--- config.mk ---
export PLATFORM = sky130hd
export DESIGN_NAME = sws_sequencer
export DESIGN_NICKNAME = d
export VERILOG_FILES = /design/src/pkg/sws_pkg.sv /design/src/verilog/sws_sequencer.sv
export VERILOG_INCLUDE_DIRS = /design/src /design/src/pkg
export SDC_FILE = /design/constraint.sdc
export NUM_CORES = 1
export LEC_CHECK = 0
export ABC_AREA = 0
export BUFFER_PORTS_ARGS = -buffer_cell sky130_fd_sc_hd__buf_4
export CORE_MARGIN = 3
export CORE_UTILIZATION = 55
export CTS_CLUSTER_SIZE = 16
export DETAILED_ROUTE_END_ITERATION = 16
export MAX_ROUTING_LAYER = met4
export PLACE_DENSITY_LB_ADDON = 0.2
export SKIP_LAST_GASP = 1
export SYNTH_ARGS = -nofsm -noshare
export SYNTH_HDL_FRONTEND = slang
export SYNTH_SLANG_ARGS = --single-unit
--- constraint.sdc ---
create_clock -name clk -period 4 [get_ports clk]
set_input_delay 0.2 -clock clk [delete_from_list [all_inputs] [get_ports clk]]
set_output_delay 0.2 -clock clk [all_outputs]
set_load 0.02 [all_outputs]
--- src/pkg/sws_map.svh ---
// Constants for the stop-state wake sequencer: control bit positions and recovery counts.
// Assumes counts are in core clock cycles at 100 MHz.
`ifndef SWS_MAP_SVH
`define SWS_MAP_SVH
// ********************************************************************
// Control and mode bit positions
// ********************************************************************
`define SWS_CTL_KEEP_RUN_BIT   17
`define SWS_CTL_EXT_CLK_BIT    16
`define SWS_MODE_NO_DELAY_BIT  6
// ********************************************************************
// Recovery counts in core cycles
// ********************************************************************
`define SWS_STOP_DELAY_CYC     32'd131072
`define SWS_SHORT_CYC          32'd24
`define SWS_ACTIVE_CYC         32'd8
`define SWS_RELOCK_MAX_CYC     32'd1000
`define SWS_CNT_RESET          32'h00000000
`endif

--- src/pkg/sws_pkg.sv ---
// Types for the stop-state wake sequencer.
// Assumes the constants header is included by users that need numbers.
package sws_pkg;
   typedef enum logic [1:0] {
      SWS_RUN,
      SWS_STOP,
      SWS_RECOVER,
      SWS_RELEASE
   } sws_state_type;
endpackage : sws_pkg

--- src/verilog/sws_sequencer.sv ---
// Stop-state wake sequencer: holds instruction fetch after a wake interrupt until recovery ends.
// Assumes the core asserts stop_request one cycle and the relock indicator comes from the multiplier.
`timescale 1ns/1ps
`include "sws_map.svh"
module sws_sequencer #(
   parameter int unsigned STOP_DELAY_CYC = `SWS_STOP_DELAY_CYC
) (
   input  wire logic        clk,
   input  wire logic        rstn,
   input  wire logic        stop_request,
   input  wire logic        wake_interrupt_line_n,
   input  wire logic [23:0] clock_multiplier_control,
   input  wire logic [23:0] operating_mode_word,
   input  wire logic        multiplier_enable,
   input  wire logic        relock_done,
   output logic             fetch_hold,
   output logic             multiplier_shutdown,
   output logic             in_stop
);
   // ********************************************************************
   // Pin synchroniser
   // ********************************************************************
   // Both stages reset to the idle high level, so no false wake follows reset
   logic wake_meta_q, wake_meta_d;
   logic wake_sync_q, wake_sync_d;
   always_comb begin
      wake_meta_d = wake_interrupt_line_n;
      wake_sync_d = wake_meta_q;
   end
   always_ff @(posedge clk or negedge rstn) begin
      if (!rstn) begin
         wake_meta_q <= 1'b1;
         wake_sync_q <= 1'b1;
      end else begin
         wake_meta_q <= wake_meta_d;
         wake_sync_q <= wake_sync_d;
      end
   end
   // ********************************************************************
   // Recovery sequencer
   // ********************************************************************
   sws_pkg::sws_state_type state_q, state_d;
   logic [31:0] cnt_q, cnt_d;
   logic [31:0] relock_cnt_q, relock_cnt_d;
   logic        locked_q, locked_d;
   logic        hold_q, hold_d;
   logic        shut_q, shut_d;
   logic        keep_run;
   logic        no_delay;
   logic        need_lock;
   logic [31:0] load_len;
   assign keep_run  = clock_multiplier_control[`SWS_CTL_KEEP_RUN_BIT];
   assign no_delay  = operating_mode_word[`SWS_MODE_NO_DELAY_BIT];
   assign need_lock = multiplier_enable && !keep_run;
   // Delay off or keep-running: short fixed counts; bit 16 needs no extra term
   // Bit 6 is honoured even with the oscillator stopped; keeping it clear is software's duty
   always_comb begin
      if (keep_run) begin
         load_len = `SWS_ACTIVE_CYC;
      end else if (no_delay) begin
         load_len = `SWS_SHORT_CYC;
      end else begin
         load_len = STOP_DELAY_CYC;
      end
   end
   always_comb begin
      state_d      = state_q;
      cnt_d        = cnt_q;
      relock_cnt_d = relock_cnt_q;
      locked_d     = locked_q;
      hold_d       = hold_q;
      shut_d       = shut_q;
      case (state_q)
         sws_pkg::SWS_RUN: begin
            hold_d = 1'b0;
            if (stop_request) begin
               state_d = sws_pkg::SWS_STOP;
               hold_d  = 1'b1;
               shut_d  = need_lock;
            end
         end
         sws_pkg::SWS_STOP: begin
            if (!wake_sync_q) begin
               state_d      = sws_pkg::SWS_RECOVER;
               cnt_d        = load_len - 32'd1;
               relock_cnt_d = `SWS_CNT_RESET;
               locked_d     = !shut_q;
               shut_d       = 1'b0;
            end
         end
         sws_pkg::SWS_RECOVER: begin
            if (!locked_q) begin
               // Lock given up at the bound, so a dead multiplier cannot hang the core
               if (relock_done || relock_cnt_q >= `SWS_RELOCK_MAX_CYC) begin
                  locked_d = 1'b1;
               end
               relock_cnt_d = relock_cnt_q + 32'd1;
               // Delay count at half rate while lock is sought: the tail after lock
               // is then the full delay less half the relock cycles
               if (relock_cnt_q[0] && cnt_q != 32'd0 && !no_delay) begin
                  cnt_d = cnt_q - 32'd1;
               end
            end else if (cnt_q != 32'd0) begin
               // Short count starts only once lock is back
               cnt_d = cnt_q - 32'd1;
            end else begin
               state_d = sws_pkg::SWS_RELEASE;
            end
         end
         default: begin
            hold_d  = 1'b0;
            state_d = sws_pkg::SWS_RUN;
         end
      endcase
   end
   always_ff @(posedge clk or negedge rstn) begin
      if (!rstn) begin
         state_q      <= sws_pkg::SWS_RUN;
         cnt_q        <= `SWS_CNT_RESET;
         relock_cnt_q <= `SWS_CNT_RESET;
         locked_q     <= 1'b1;
         hold_q       <= 1'b0;
         shut_q       <= 1'b0;
      end else begin
         state_q      <= state_d;
         cnt_q        <= cnt_d;
         relock_cnt_q <= relock_cnt_d;
         locked_q     <= locked_d;
         hold_q       <= hold_d;
         shut_q       <= shut_d;
      end
   end
   // ********************************************************************
   // Registered outputs
   // ********************************************************************
   logic in_stop_q, in_stop_d;
   always_comb begin
      in_stop_d = (state_d == sws_pkg::SWS_STOP);
   end
   always_ff @(posedge clk or negedge rstn) begin
      if (!rstn) begin
         in_stop_q <= 1'b0;
      end else begin
         in_stop_q <= in_stop_d;
      end
   end
   assign fetch_hold          = hold_q;
   assign multiplier_shutdown = shut_q;
   assign in_stop             = in_stop_q;
   // ********************************************************************
   // Checks
   // ********************************************************************
   a_wake_starts_count: assert property (@(posedge clk) disable iff (!rstn)
      state_q == sws_pkg::SWS_STOP && !wake_sync_q |=> state_q == sws_pkg::SWS_RECOVER)
      else $error("wake did not start recovery");
   a_active_short: assert property (@(posedge clk) disable iff (!rstn)
      state_q == sws_pkg::SWS_STOP && !wake_sync_q && keep_run && !shut_q
      |=> state_q == sws_pkg::SWS_RECOVER [*8] ##1 state_q == sws_pkg::SWS_RELEASE)
      else $error("keep-running recovery length wrong");
   a_no_delay_len: assert property (@(posedge clk) disable iff (!rstn)
      state_q == sws_pkg::SWS_STOP && !wake_sync_q && !keep_run && no_delay && !shut_q
      |=> ##23 state_q == sws_pkg::SWS_RECOVER ##1 state_q == sws_pkg::SWS_RELEASE)
      else $error("no-delay recovery length wrong");
   a_release_needs_lock: assert property (@(posedge clk) disable iff (!rstn)
      state_q == sws_pkg::SWS_RECOVER && !locked_q |=> state_q != sws_pkg::SWS_RELEASE)
      else $error("released before relock");
   a_shut_in_stop: assert property (@(posedge clk) disable iff (!rstn)
      state_q == sws_pkg::SWS_RUN && stop_request |=> multiplier_shutdown == need_lock)
      else $error("multiplier shutdown wrong");
   a_fetch_held: assert property (@(posedge clk) disable iff (!rstn)
      state_q == sws_pkg::SWS_RECOVER |-> fetch_hold)
      else $error("fetch not held during recovery");
   a_no_lock_off: assert property (@(posedge clk) disable iff (!rstn)
      state_q == sws_pkg::SWS_STOP && !wake_sync_q && !shut_q |=> locked_q)
      else $error("relock awaited with multiplier off");
   a_release_frees: assert property (@(posedge clk) disable iff (!rstn)
      state_q == sws_pkg::SWS_RELEASE |=> !fetch_hold && state_q == sws_pkg::SWS_RUN)
      else $error("fetch not released");
   a_relock_bound: assert property (@(posedge clk) disable iff (!rstn)
      state_q == sws_pkg::SWS_RECOVER |-> relock_cnt_q <= `SWS_RELOCK_MAX_CYC + 32'd1)
      else $error("relock wait exceeded bound");
   a_stop_entry: assert property (@(posedge clk) disable iff (!rstn)
      state_q == sws_pkg::SWS_RUN && stop_request |=> state_q == sws_pkg::SWS_STOP && fetch_hold && in_stop)
      else $error("stop not entered");
   a_stop_waits: assert property (@(posedge clk) disable iff (!rstn)
      state_q == sws_pkg::SWS_STOP && wake_sync_q |=> state_q == sws_pkg::SWS_STOP && fetch_hold)
      else $error("stop left without wake");
   a_in_stop_flag: assert property (@(posedge clk) disable iff (!rstn)
      state_q == sws_pkg::SWS_STOP |-> in_stop)
      else $error("stop flag low in stop");
   a_shut_cleared: assert property (@(posedge clk) disable iff (!rstn)
      state_q == sws_pkg::SWS_STOP && !wake_sync_q |=> !multiplier_shutdown)
      else $error("multiplier left shut after wake");
   // ********************************************************************
   // Count checks
   // ********************************************************************
   a_count_frozen: assert property (@(posedge clk) disable iff (!rstn)
      state_q == sws_pkg::SWS_RECOVER && !locked_q && no_delay |=> $stable(cnt_q))
      else $error("short count ran before lock");
   a_half_rate_even: assert property (@(posedge clk) disable iff (!rstn)
      state_q == sws_pkg::SWS_RECOVER && !locked_q && !relock_cnt_q[0] |=> $stable(cnt_q))
      else $error("delay count too fast during relock");
   a_half_rate_odd: assert property (@(posedge clk) disable iff (!rstn)
      state_q == sws_pkg::SWS_RECOVER && !locked_q && !no_delay && relock_cnt_q[0] && cnt_q != 32'd0
      |=> cnt_q == $past(cnt_q) - 32'd1)
      else $error("delay count stalled during relock");
   a_relock_counts: assert property (@(posedge clk) disable iff (!rstn)
      state_q == sws_pkg::SWS_RECOVER && !locked_q |=> relock_cnt_q == $past(relock_cnt_q) + 32'd1)
      else $error("relock cycles not counted");
   a_lock_forced: assert property (@(posedge clk) disable iff (!rstn)
      state_q == sws_pkg::SWS_RECOVER && !locked_q && relock_cnt_q >= `SWS_RELOCK_MAX_CYC |=> locked_q)
      else $error("relock bound not enforced");
endmodule : sws_sequencer

== Yosys cells after proc, flatten, opt, wreduce, memory -nomap -nowiden ==
Index checks and enable logic that the tools add are counted.

* Register bits: 72
* Input bits: 54
* Logic and storage cells: 61

* Add/subtract/negate cells: 3
* Magnitude comparators: 1
* Eq/ne operators: 8
* Mux-type cells: 24
* Reduce and logical (&&, ||, !) cells: 16

{| class="wikitable"
|+ Operators with widths
! kind !! count
|-
| 2-to-1 mux 32 bit || 7
|-
| case mux 32 bit (2 select lines) || 2
|-
| subtractor 32 x 1 -> 32 bit, second input constant || 2
|-
| adder 32 x 1 -> 32 bit, second input constant || 1
|-
| >= comparator 32 x 10 -> 1 bit, second input constant || 1
|-
| nonzero test 32 bit || 1
|-
| 2-to-1 mux 18 bit || 1
|-
| 2-to-1 mux 2 bit || 4
|-
| 2-to-1 mux 1 bit || 6
|-
| != test 2 bit, second input constant || 3
|-
| != test 3 bit, second input constant || 2
|-
| case mux 1 bit (2 select lines) || 3
|-
| case mux 2 bit (3 select lines) || 1
|-
| AND reduction 3 bit || 2
|-
| equality test 2 x 1 -> 1 bit, second input constant || 2
|-
| AND reduction 4 bit || 1
|-
| nonzero test 2 bit || 2
|-
| logical AND 1 bit || 3
|-
| logical NOT 1 bit || 3
|-
| equality test 2 bit, second input constant || 1
|-
| logical NOT 2 bit || 1
|-
| AND reduction 2 bit || 1
|-
| OR reduction 2 bit || 1
|-
| logical OR 1 bit || 1
|}

== Logic depth before layout (Yosys ltp) ==
Gate-level depths: netlist of the first run.

* Depth after elaboration: 6
* Gate-level depth with buffers: 15
* Mapped depth without buffers: 10

== Worst setup path before layout of the first run ==
OpenSTA, ideal clock, no wires.

* Path type: register to register
* Start: register state_q[0]
* End: register cnt_q[12]
* Library setup time: 0.124 ns
* Arrival time: 3.370 ns
* Data required time: 3.876 ns
* Slack: 0.506 ns
* Stages on the path, launching flop included: 16
* Period minus slack after synthesis: 3.494 ns
* Path through: dfrtp_1 inv_1 ha_1 clkbuf_1 clkbuf_1 clkbuf_1 clkbuf_1 buf_1 nand2_1 ha_1 inv_1 a221oi_4 o21bai_2 a21oi_1 and4_1 a211o_1

* Longest elaborated chain between the ends: 3

{| class="wikitable"
|+ Ends and longest elaborated chain
! what !! RTL line !! RTL
|-
| start, declared || sws_sequencer.sv:42 || <nowiki>sws_pkg::sws_state_type state_q, state_d;</nowiki>
|-
| start signal, assigned || sws_sequencer.sv:118 || <nowiki>state_q <= sws_pkg::SWS_RUN;</nowiki>
|-
| start signal, assigned || sws_sequencer.sv:125 || <nowiki>state_q <= state_d;</nowiki>
|-
| equality test 2 bit or equality test 2 x 1 -> 1 bit (tied branches) || sws_sequencer.sv:73 || <nowiki>case (state_q)</nowiki>
|-
| != test 3 bit (no source line) (tied with other cells) || n/a ||
|-
| AND reduction 4 bit (no source line) || n/a ||
|-
| end signal, assigned || sws_sequencer.sv:119 || <nowiki>cnt_q <= `SWS_CNT_RESET;</nowiki>
|-
| end signal, assigned || sws_sequencer.sv:126 || <nowiki>cnt_q <= cnt_d;</nowiki>
|-
| end, declared || sws_sequencer.sv:43 || <nowiki>logic [31:0] cnt_q, cnt_d;</nowiki>
|}

Several ways; a longest one is shown, not always the timed one.
A chain may end at the register's enable or synchronous reset.

== Final worst setup path of the first run ==
* Start: register state_q[0]
* End: register cnt_q[19]

The elaborated chain is that of the path after synthesis.

==> metrics.md, run 1 <==
| Metric | Value |
|---|---|
| Status | `finished with violations` |
| Violated checks | `hold timing` |
| CTS tree | `built` |
| Mapped Area | `4470 sq um` |
| Post-synth top area cell | `dfrtp_1` |
| # DRC | `0` |
| Finished Layout Cells | `625` |
| Maximum vdd drop | `0.269 mV` |
| Yosys warnings | `0` |
| Hold Path Class | `in2async` |
| Layout Area Growth over Synthesis | `8.45%` |
| Skew-Pair Late Insertion Delay | `~0.36 ns` |
| Flop-to-flop setup slack | `0.75 ns` |
| Most common cell in the synthesized netlist | `dfrtp_1` |
| # clock sinks | `72` |
| RR Endpoint | `cnt_q[19]` |
| Hold Vio Cnt, Final | `37` |
| Final hold slack | `-0.0212 ns` |
| Nature of the critical path endpoint | `flip-flop` |
| Avg WL per Cell | `16.3 um` |
| Port bufs | `10` |
| Max frequency | `308 MHz` |
| Die area | `9240 sq um` |
| Routed wire length | `10200 um` |
| Max_cap viols | `0` |
| Synth Area in XOR/XNOR | `8.23%` |
| Gpl congestion | `approximately 0.84` |
| Placed insts | `608` |
| CTS buffer count | `9` |
| DRT antenna net count | `0` |
| Proportion of synthesized area in mux cells | `0.224%` |
| Initial antenna violation count | `0` |
| CP Data Arrival Time | `3.48 ns` |
| PD cells | `712 nW/um^2` |
| Initial Util | `57.2%` |
| CTS root buffer | `clkbuf_8` |
| R2R cell count | `8` |
| CTS clk-pin slew, worst paths | `0.08 ns` |
| # fillers | `~640` |
| IO Pins | `57` |
| Vias | `3809` |
| Critical R2R Launch | `state_q[0]` |
| Final worst-path cycle share | `81.2%` |
| Post-Synth Adder-Cell Area | `2.24%` |
| Seq/Total Area, Yosys | `between 40% and 50%` |
| Avg Synthesized Cell Area | `8.63 sq um` |
| H-tree depth | `3` |
| Element type at the critical path start | `flip-flop` |
| #FFs+latches synth | `72` |
| Synth cell types | `64` |
| Pin count of the biggest net entering global routing | `73` |
| Worst EP required | `4.23 ns` |
| Yosys top cell area share | `38.6%` |
| Vias per Instance | `approximately 6.1` |
| Clock Tree Buf Depth | `2` |
| Antenna Cells | `0` |
| Post-Syn Nets | `580` |
| Post-synth EDFFs | `0` |
| Compound-gate portion of the synthesized area | `19.8%` |
| Post-Synth Simple-Gate Area | `24.7%` |
| Post-Route Skew | `0.0120 ns` |
| Pre-antenna DRT Iters | `4` |
| Setup Fix Bufs, Post-CTS | `0` |
| Final setup TNS | `0 ns` |
| Main synth FF type | `dfrtp_1` |
| Max-slew violations | `0` |
| CP max FO | `11` |
| Rel. slew slack | `roughly two fifths` |
| Die height | `96.1 um` |
| First-pass GRT wire length | `16900 um` |
| GRT Residual Overflow | `0` |
| Final HPWL DP | `around 6700 um` |
| Critical path type | `reg2reg` |
| Initial DRC count | `266` |
| Area of the core | `7810 sq um` |
| Pleak | `2.02 nW` |
| Gate Count Post-Synth | `roughly 520` |
| Global Route Usage Sum | `24.0%` |
| Largest cells by area after synthesis | `dfrtp_1 39%, o21ai_0 5.0%, nand2_1 4.8%` |
| Largest family of logic cells by synthesized area | `simple AND/OR/NAND/NOR gates` |
| Setup violators final | `0` |
| Synth async-reset ratio | `100%` |
| Share of cells above drive strength 1 | `under 10%` |
| Worst Tran Pin Value | `around 0.9 ns` |
| Number of global-route vias before repair | `3515` |
| Fin crit period | `3.25 ns` |
| RSZ-0062 raised after global routing | `no` |
| Chip width | `approximately 96 um` |
| Layout net count | `between 500 and 600` |
| FP Rows | `32` |
| Synth top cells by count | `69 x dfrtp_1, 57 x nand2_1, 47 x nor2_1` |
| Pwr Total | `0.00345 W` |
-- cell families after synthesis --
logic type | count (synthesis)
and+or+nand+nor | 220
AOI/OAI and AO/OA | 128
DFF | 72
buffers and inverters | 47
xor gates and xnor gates | 42
adders and majority gates | 8
muxes | 1
-- placed cells by master (no fill, tap or decap), types with 3 or more instances in the layout --
cell type | netlist | layout
dfrtp_1 | 69 | 69
nand2_1 | 57 | 57
nor2_1 | 47 | 47
o21ai_0 | 45 | 45
a21oi_1 | 30 | 30
nand3_1 | 29 | 29
xor2_1 | 23 | 23
inv_1 | 20 | 20
xnor2_1 | 19 | 19
nor4_1 | 16 | 16
nor3_1 | 16 | 15
buf_4 | 0 | 15
nand4_1 | 9 | 9
or3_1 | 9 | 9
clkbuf_8 | 0 | 9
and2_1 | 8 | 8
ha_1 | 8 | 8
and3_1 | 6 | 6
a22o_1 | 5 | 5
and4_1 | 5 | 5
o41ai_1 | 4 | 4
a211oi_1 | 4 | 4
a22oi_1 | 4 | 4
nand2b_1 | 3 | 3
o31ai_1 | 3 | 3
a211o_1 | 3 | 3
a31oi_1 | 3 | 3
bufinv_16 | 0 | 3
dfstp_2 | 3 | 3
-- where the power goes --
| part | internal, W | total (W) | switching (W) |
|---|---|---|---|
| sequential | 0.000915 | 0.00117 | 0.000254 |
| clock | 0.000419 | 0.000716 | 0.000297 |
| combinational | 0.000592 | 0.00157 | 0.000975 |
-- worst max path at each step --
| stage | depth (start not counted) | end | slack [ns] | start |
|---|---|---|---|---|
| floorplan | 15 | cnt_q[12] | 0.51 | state_q[0] |
| global placement | 8 | cnt_q[19] | 0.84 | state_q[0] |
| detailed placement | 8 | cnt_q[19] | 0.76 | state_q[0] |
| CTS | 8 | cnt_q[19] | 0.74 | state_q[0] |
| global route | 8 | cnt_q[19] | 0.52 | state_q[0] |
| finish | 8 | cnt_q[19] | 0.75 | state_q[0] |
-- registers in the layout (all words and copies together), names as in the netlist --
register / flops
in_stop: 1
wake_meta_q: 1
state_q: 2
relock_cnt_q: 32
wake_sync_q: 1
locked_q: 1
cnt_q: 32
fetch_hold: 1
multiplier_shutdown: 1
-- critical path, cell delays in order (launching register included) --
cell	delay, ns
dfrtp_1	0.41
inv_1	0.13
ha_1	0.40
or3b_2	0.52
a211oi_4	0.43
o21ai_0	0.22
a221oi_2	0.61
o2111ai_1	0.22
xor2_1	0.18
-- routing by layer --
metal | routed length, um | global-route usage (%)
met1 | 4970 | 33.0
met2 | 4620 | 36.0
met3 | 428 | 3.67
met4 | 140 | 8.65
met5 | 0 | -
-- stage by stage --
stage	hold WS, ns	setup WS (ns)	area, sq um	util (%)
after global placement	0.309	0.839	4590	58.8
after floorplan	-0.0956	0.506	4470	-
after global routing	0.0569	0.520	4850	62.1
after detailed placement	0.313	0.759	4590	58.8
final	-0.0212	0.753	4850	62.1
after CTS	0.00611	0.735	4850	62.1
-- timing repair --
item | 4_1_cts | 5_1_grt
hold buffers | 1 | 0
resized for setup | 0 | 0
hold endpoints to repair | 1 | 0
-- area by class of cell --
type / instances / area (sq um) / share of cell area, %
Multi-Input combinational cell: 399 / 2470 / 51.0
Clock buffer: 10 / 128 / 2.63
Clock inverter: 6 / 115 / 2.37
Tap cell: 102 / 128 / 2.63
Inverter: 20 / 75.1 / 1.55
Sequential cell: 72 / 1810 / 37.2
Timing Repair Buffer: 16 / 123 / 2.53
Note: power is estimated with default switching activity, not from simulation.
==> run 2, diff against run 1 <==
Clock period 4 ns to 3 ns, I/O delays scaled along.
==> run 2 against run 1 <==
Against the previous run:
- the flow now finishes without violations
- core utilization is 1.3 points higher
- flip-flop and latch count stayed put
- worst setup slack worse by 0.51 ns
- maximum frequency is 18% higher
- hold slack better by 0.16 ns
- sequential share of layout area is 0.76 points lower
- clock skew is 0.0026 ns higher
- register-to-register slack worse by 0.51 ns
- die area stayed put
- via count is 2.2% higher
- combinational power is 45% higher
- wire length is 0.21% higher
- largest cell class unchanged
==> metrics.md, run 2 (synthesis gave the netlist of run 1 again) <==
| Metric | Value |
|---|---|
| Status | `complete, no violations` |
| Final hold slack | `~0.14 ns` |
| Initial Util | `between 50 and 60%` |
| Commonest non-fill, non-tap cell in the layout | `dfrtp_1` |
| Top Layer Used | `met4` |
| Final HPWL DP | `roughly 7000 um` |
| Fin util | `63.4%` |
| Initial DRC count | `227` |
| Fin worst setup slack | `0.243 ns` |
| Met1 WL | `4520 um` |
| Layout net count | `598` |
| Place WS | `0.264 ns` |
| NetSw | `0.00204 W` |
| Most frequent cells in the layout | `69 x dfrtp_1, 56 x nand2_1, 47 x nor2_1, 45 x o21ai_0, 32 x buf_4` |
| CP max FO | `10` |
| Die area | `9240 sq um` |
| Layout Area Growth over Synthesis | `10.7%` |
| CP bufs+invs | `3` |
| Flop pwr share | `33.5%` |
| Pre-antenna DRT Iters | `6` |
| Element type at the critical path start | `flip-flop` |
| Slowest-stage cell, CP | `or3b_2` |
| Final worst-path cycle share | `91.9%` |
| First-pass GRT wire length | `approximately 18000 um` |
| Share of cells above drive strength 1 | `13.5%` |
| H-tree depth | `3` |
| Clock power frac | `roughly 17%` |
| Pin count of the biggest net entering global routing | `73` |
| Max_cap viols | `0` |
| CTS buffer count | `9` |
| R2R cell count | `10` |
| RR Endpoint | `cnt_q[19]` |
| Hold Vio Cnt, Final | `0` |
| CP peak stage delay | `0.48 ns` |
| Antenna Cells | `0` |
| Flop-to-flop setup slack | `approximately 0.24 ns` |
| Gate power share | `roughly half` |
| Met2 wire len | `between 4000 and 5000 um` |
| Post-Route Skew | `0.0146 ns` |
| Chip width | `96.1 um` |
| CP endpoint | `cnt_q[19]` |
| CTS clk-pin slew, worst paths | `approximately 0.08 ns` |
| Worst Tran Pin Value | `roughly 0.9 ns` |
| Hold Path Class | `in2reg` |
| Critical R2R Launch | `state_q[0]` |
| # clock sinks | `between 70 and 80` |
| Global Route Usage Sum | `approximately 25%` |
| DRT antenna net count | `0` |
| Setup violators final | `0` |
| CTS tree | `built` |
| Number of global-route vias before repair | `between 3000 and 4000` |
| FP Rows | `32` |
| Sw Ratio | `44.8%` |
| Internal | `0.00252 W` |
| PD cells | `922 nW/um^2` |
| Crit. Startpoint | `state_q[0]` |
| Die height | `96.1 um` |
| Skew-Pair Late Insertion Delay | `0.35 ns` |
| Rel. slew slack | `between 30% and 40%` |
| Port bufs | `10` |
| Clock Tree Buf Depth | `2` |
| Worst EP required | `around 3.2 ns` |
| Vias per Instance | `6.06` |
| Avg WL per Cell | `15.8 um` |
| Routed wire length | `a little over 10000 um` |
| Largest registers | `cnt_q (32), relock_cnt_q (32), state_q (2)` |
| Gpl congestion | `0.871` |
| Max frequency | `roughly 360 MHz` |
| Pleak | `2.09 nW` |
| Pwr Total | `approximately 0.0046 W` |
| Nature of the critical path endpoint | `flip-flop` |
| Most frequent cell on the critical path | `buf_4` |
| # DRC | `0` |
| RSZ-0062 raised after global routing | `no` |
| GRT Residual Overflow | `0` |
| Maximum vdd drop | `0.412 mV` |
| Initial antenna violation count | `0` |
| Number of cells on the critical path | `10` |
| Fin crit period | `2.76 ns` |
| Max-slew violations | `0` |
| Crit-path cells | `inv_2, ha_1, buf_4, or3b_2, a211oi_4, o21ai_0, a221oi_2, buf_4, o2111ai_1, xor2_1` |
| Area of the core | `7810 sq um` |
| Routed wl met3 | `approximately 470 um` |
| Vias | `3894` |
| CTS root buffer | `clkbuf_8` |
| Final setup TNS | `0 ns` |
| IO Pins | `57` |
| Critical path type | `reg2reg` |
| CP top delay family | `compound AO/OA/AOI/OAI gates` |
| CP Data Arrival Time | `a little under 3 ns` |
run 2: worst min path at each step:
stage / slack [ns] / end / cells past startpoint / start
after floorplan: -0.15 / cnt_q[0] / 0 / rstn
after global placement: 0.26 / wake_meta_q / 1 / wake_interrupt_line_n
final: 0.14 / fetch_hold / 3 / stop_request
after global routing: 0.18 / fetch_hold / 3 / stop_request
after CTS: 0.11 / fetch_hold / 3 / stop_request
after detailed placement: 0.26 / wake_meta_q / 1 / wake_interrupt_line_n
run 2: what timing repair did:
| item | 4_1_cts | 5_1_grt |
|---|---|---|
| gates resized for setup | 0 | 0 |
| setup endpoints to repair | 0 | 0 |
| hold buffers | 2 | 0 |
| setup buffers | 0 | 0 |
| endpoints found under the hold margin | 70 | 0 |
run 2: final cells by class:
cell class | instances | area [sq um]
repair buffers | 34 | 260
clock inverters | 7 | 70.1
inverters | 20 | 75.1
clock buffers | 9 | 124
fillers | 668 | 2860
flip-flops and latches | 72 | 1810
well taps | 102 | 128
multi-input cells | 399 | 2490
run 2: per-layer routing:
layer,global-route usage (%),vias up
li1,-,1898
met1,32.5,1859
met2,39.0,114
met3,3.13,23
met4,9.83,0
met5,-,-
run 2: through the flow:
step                std cells  cell area (sq um)
floorplan                 518               4530
global placement          625               4730
detailed placement        625               4730
CTS                       643               4950
global route              643               4950
finish                    643               4950
run 2: tightest hold or removal path: stages:
cell and delay (ns):
buf_4 0.12, nand2_1 0.08, o21ai_0 0.09
run 2: power by group through the flow:
stage | Combinational (W) | Clock (W) | Sequential [W]
after floorplan | 0.00177 | 0 | 0.00144
after CTS | 0.00226 | 0.000777 | 0.00152
after global placement | 0.00217 | 0 | 0.00153
after detailed placement | 0.00225 | 0 | 0.00154
after global routing | 0.00252 | 0.000820 | 0.00156
final | 0.00228 | 0.000757 | 0.00153
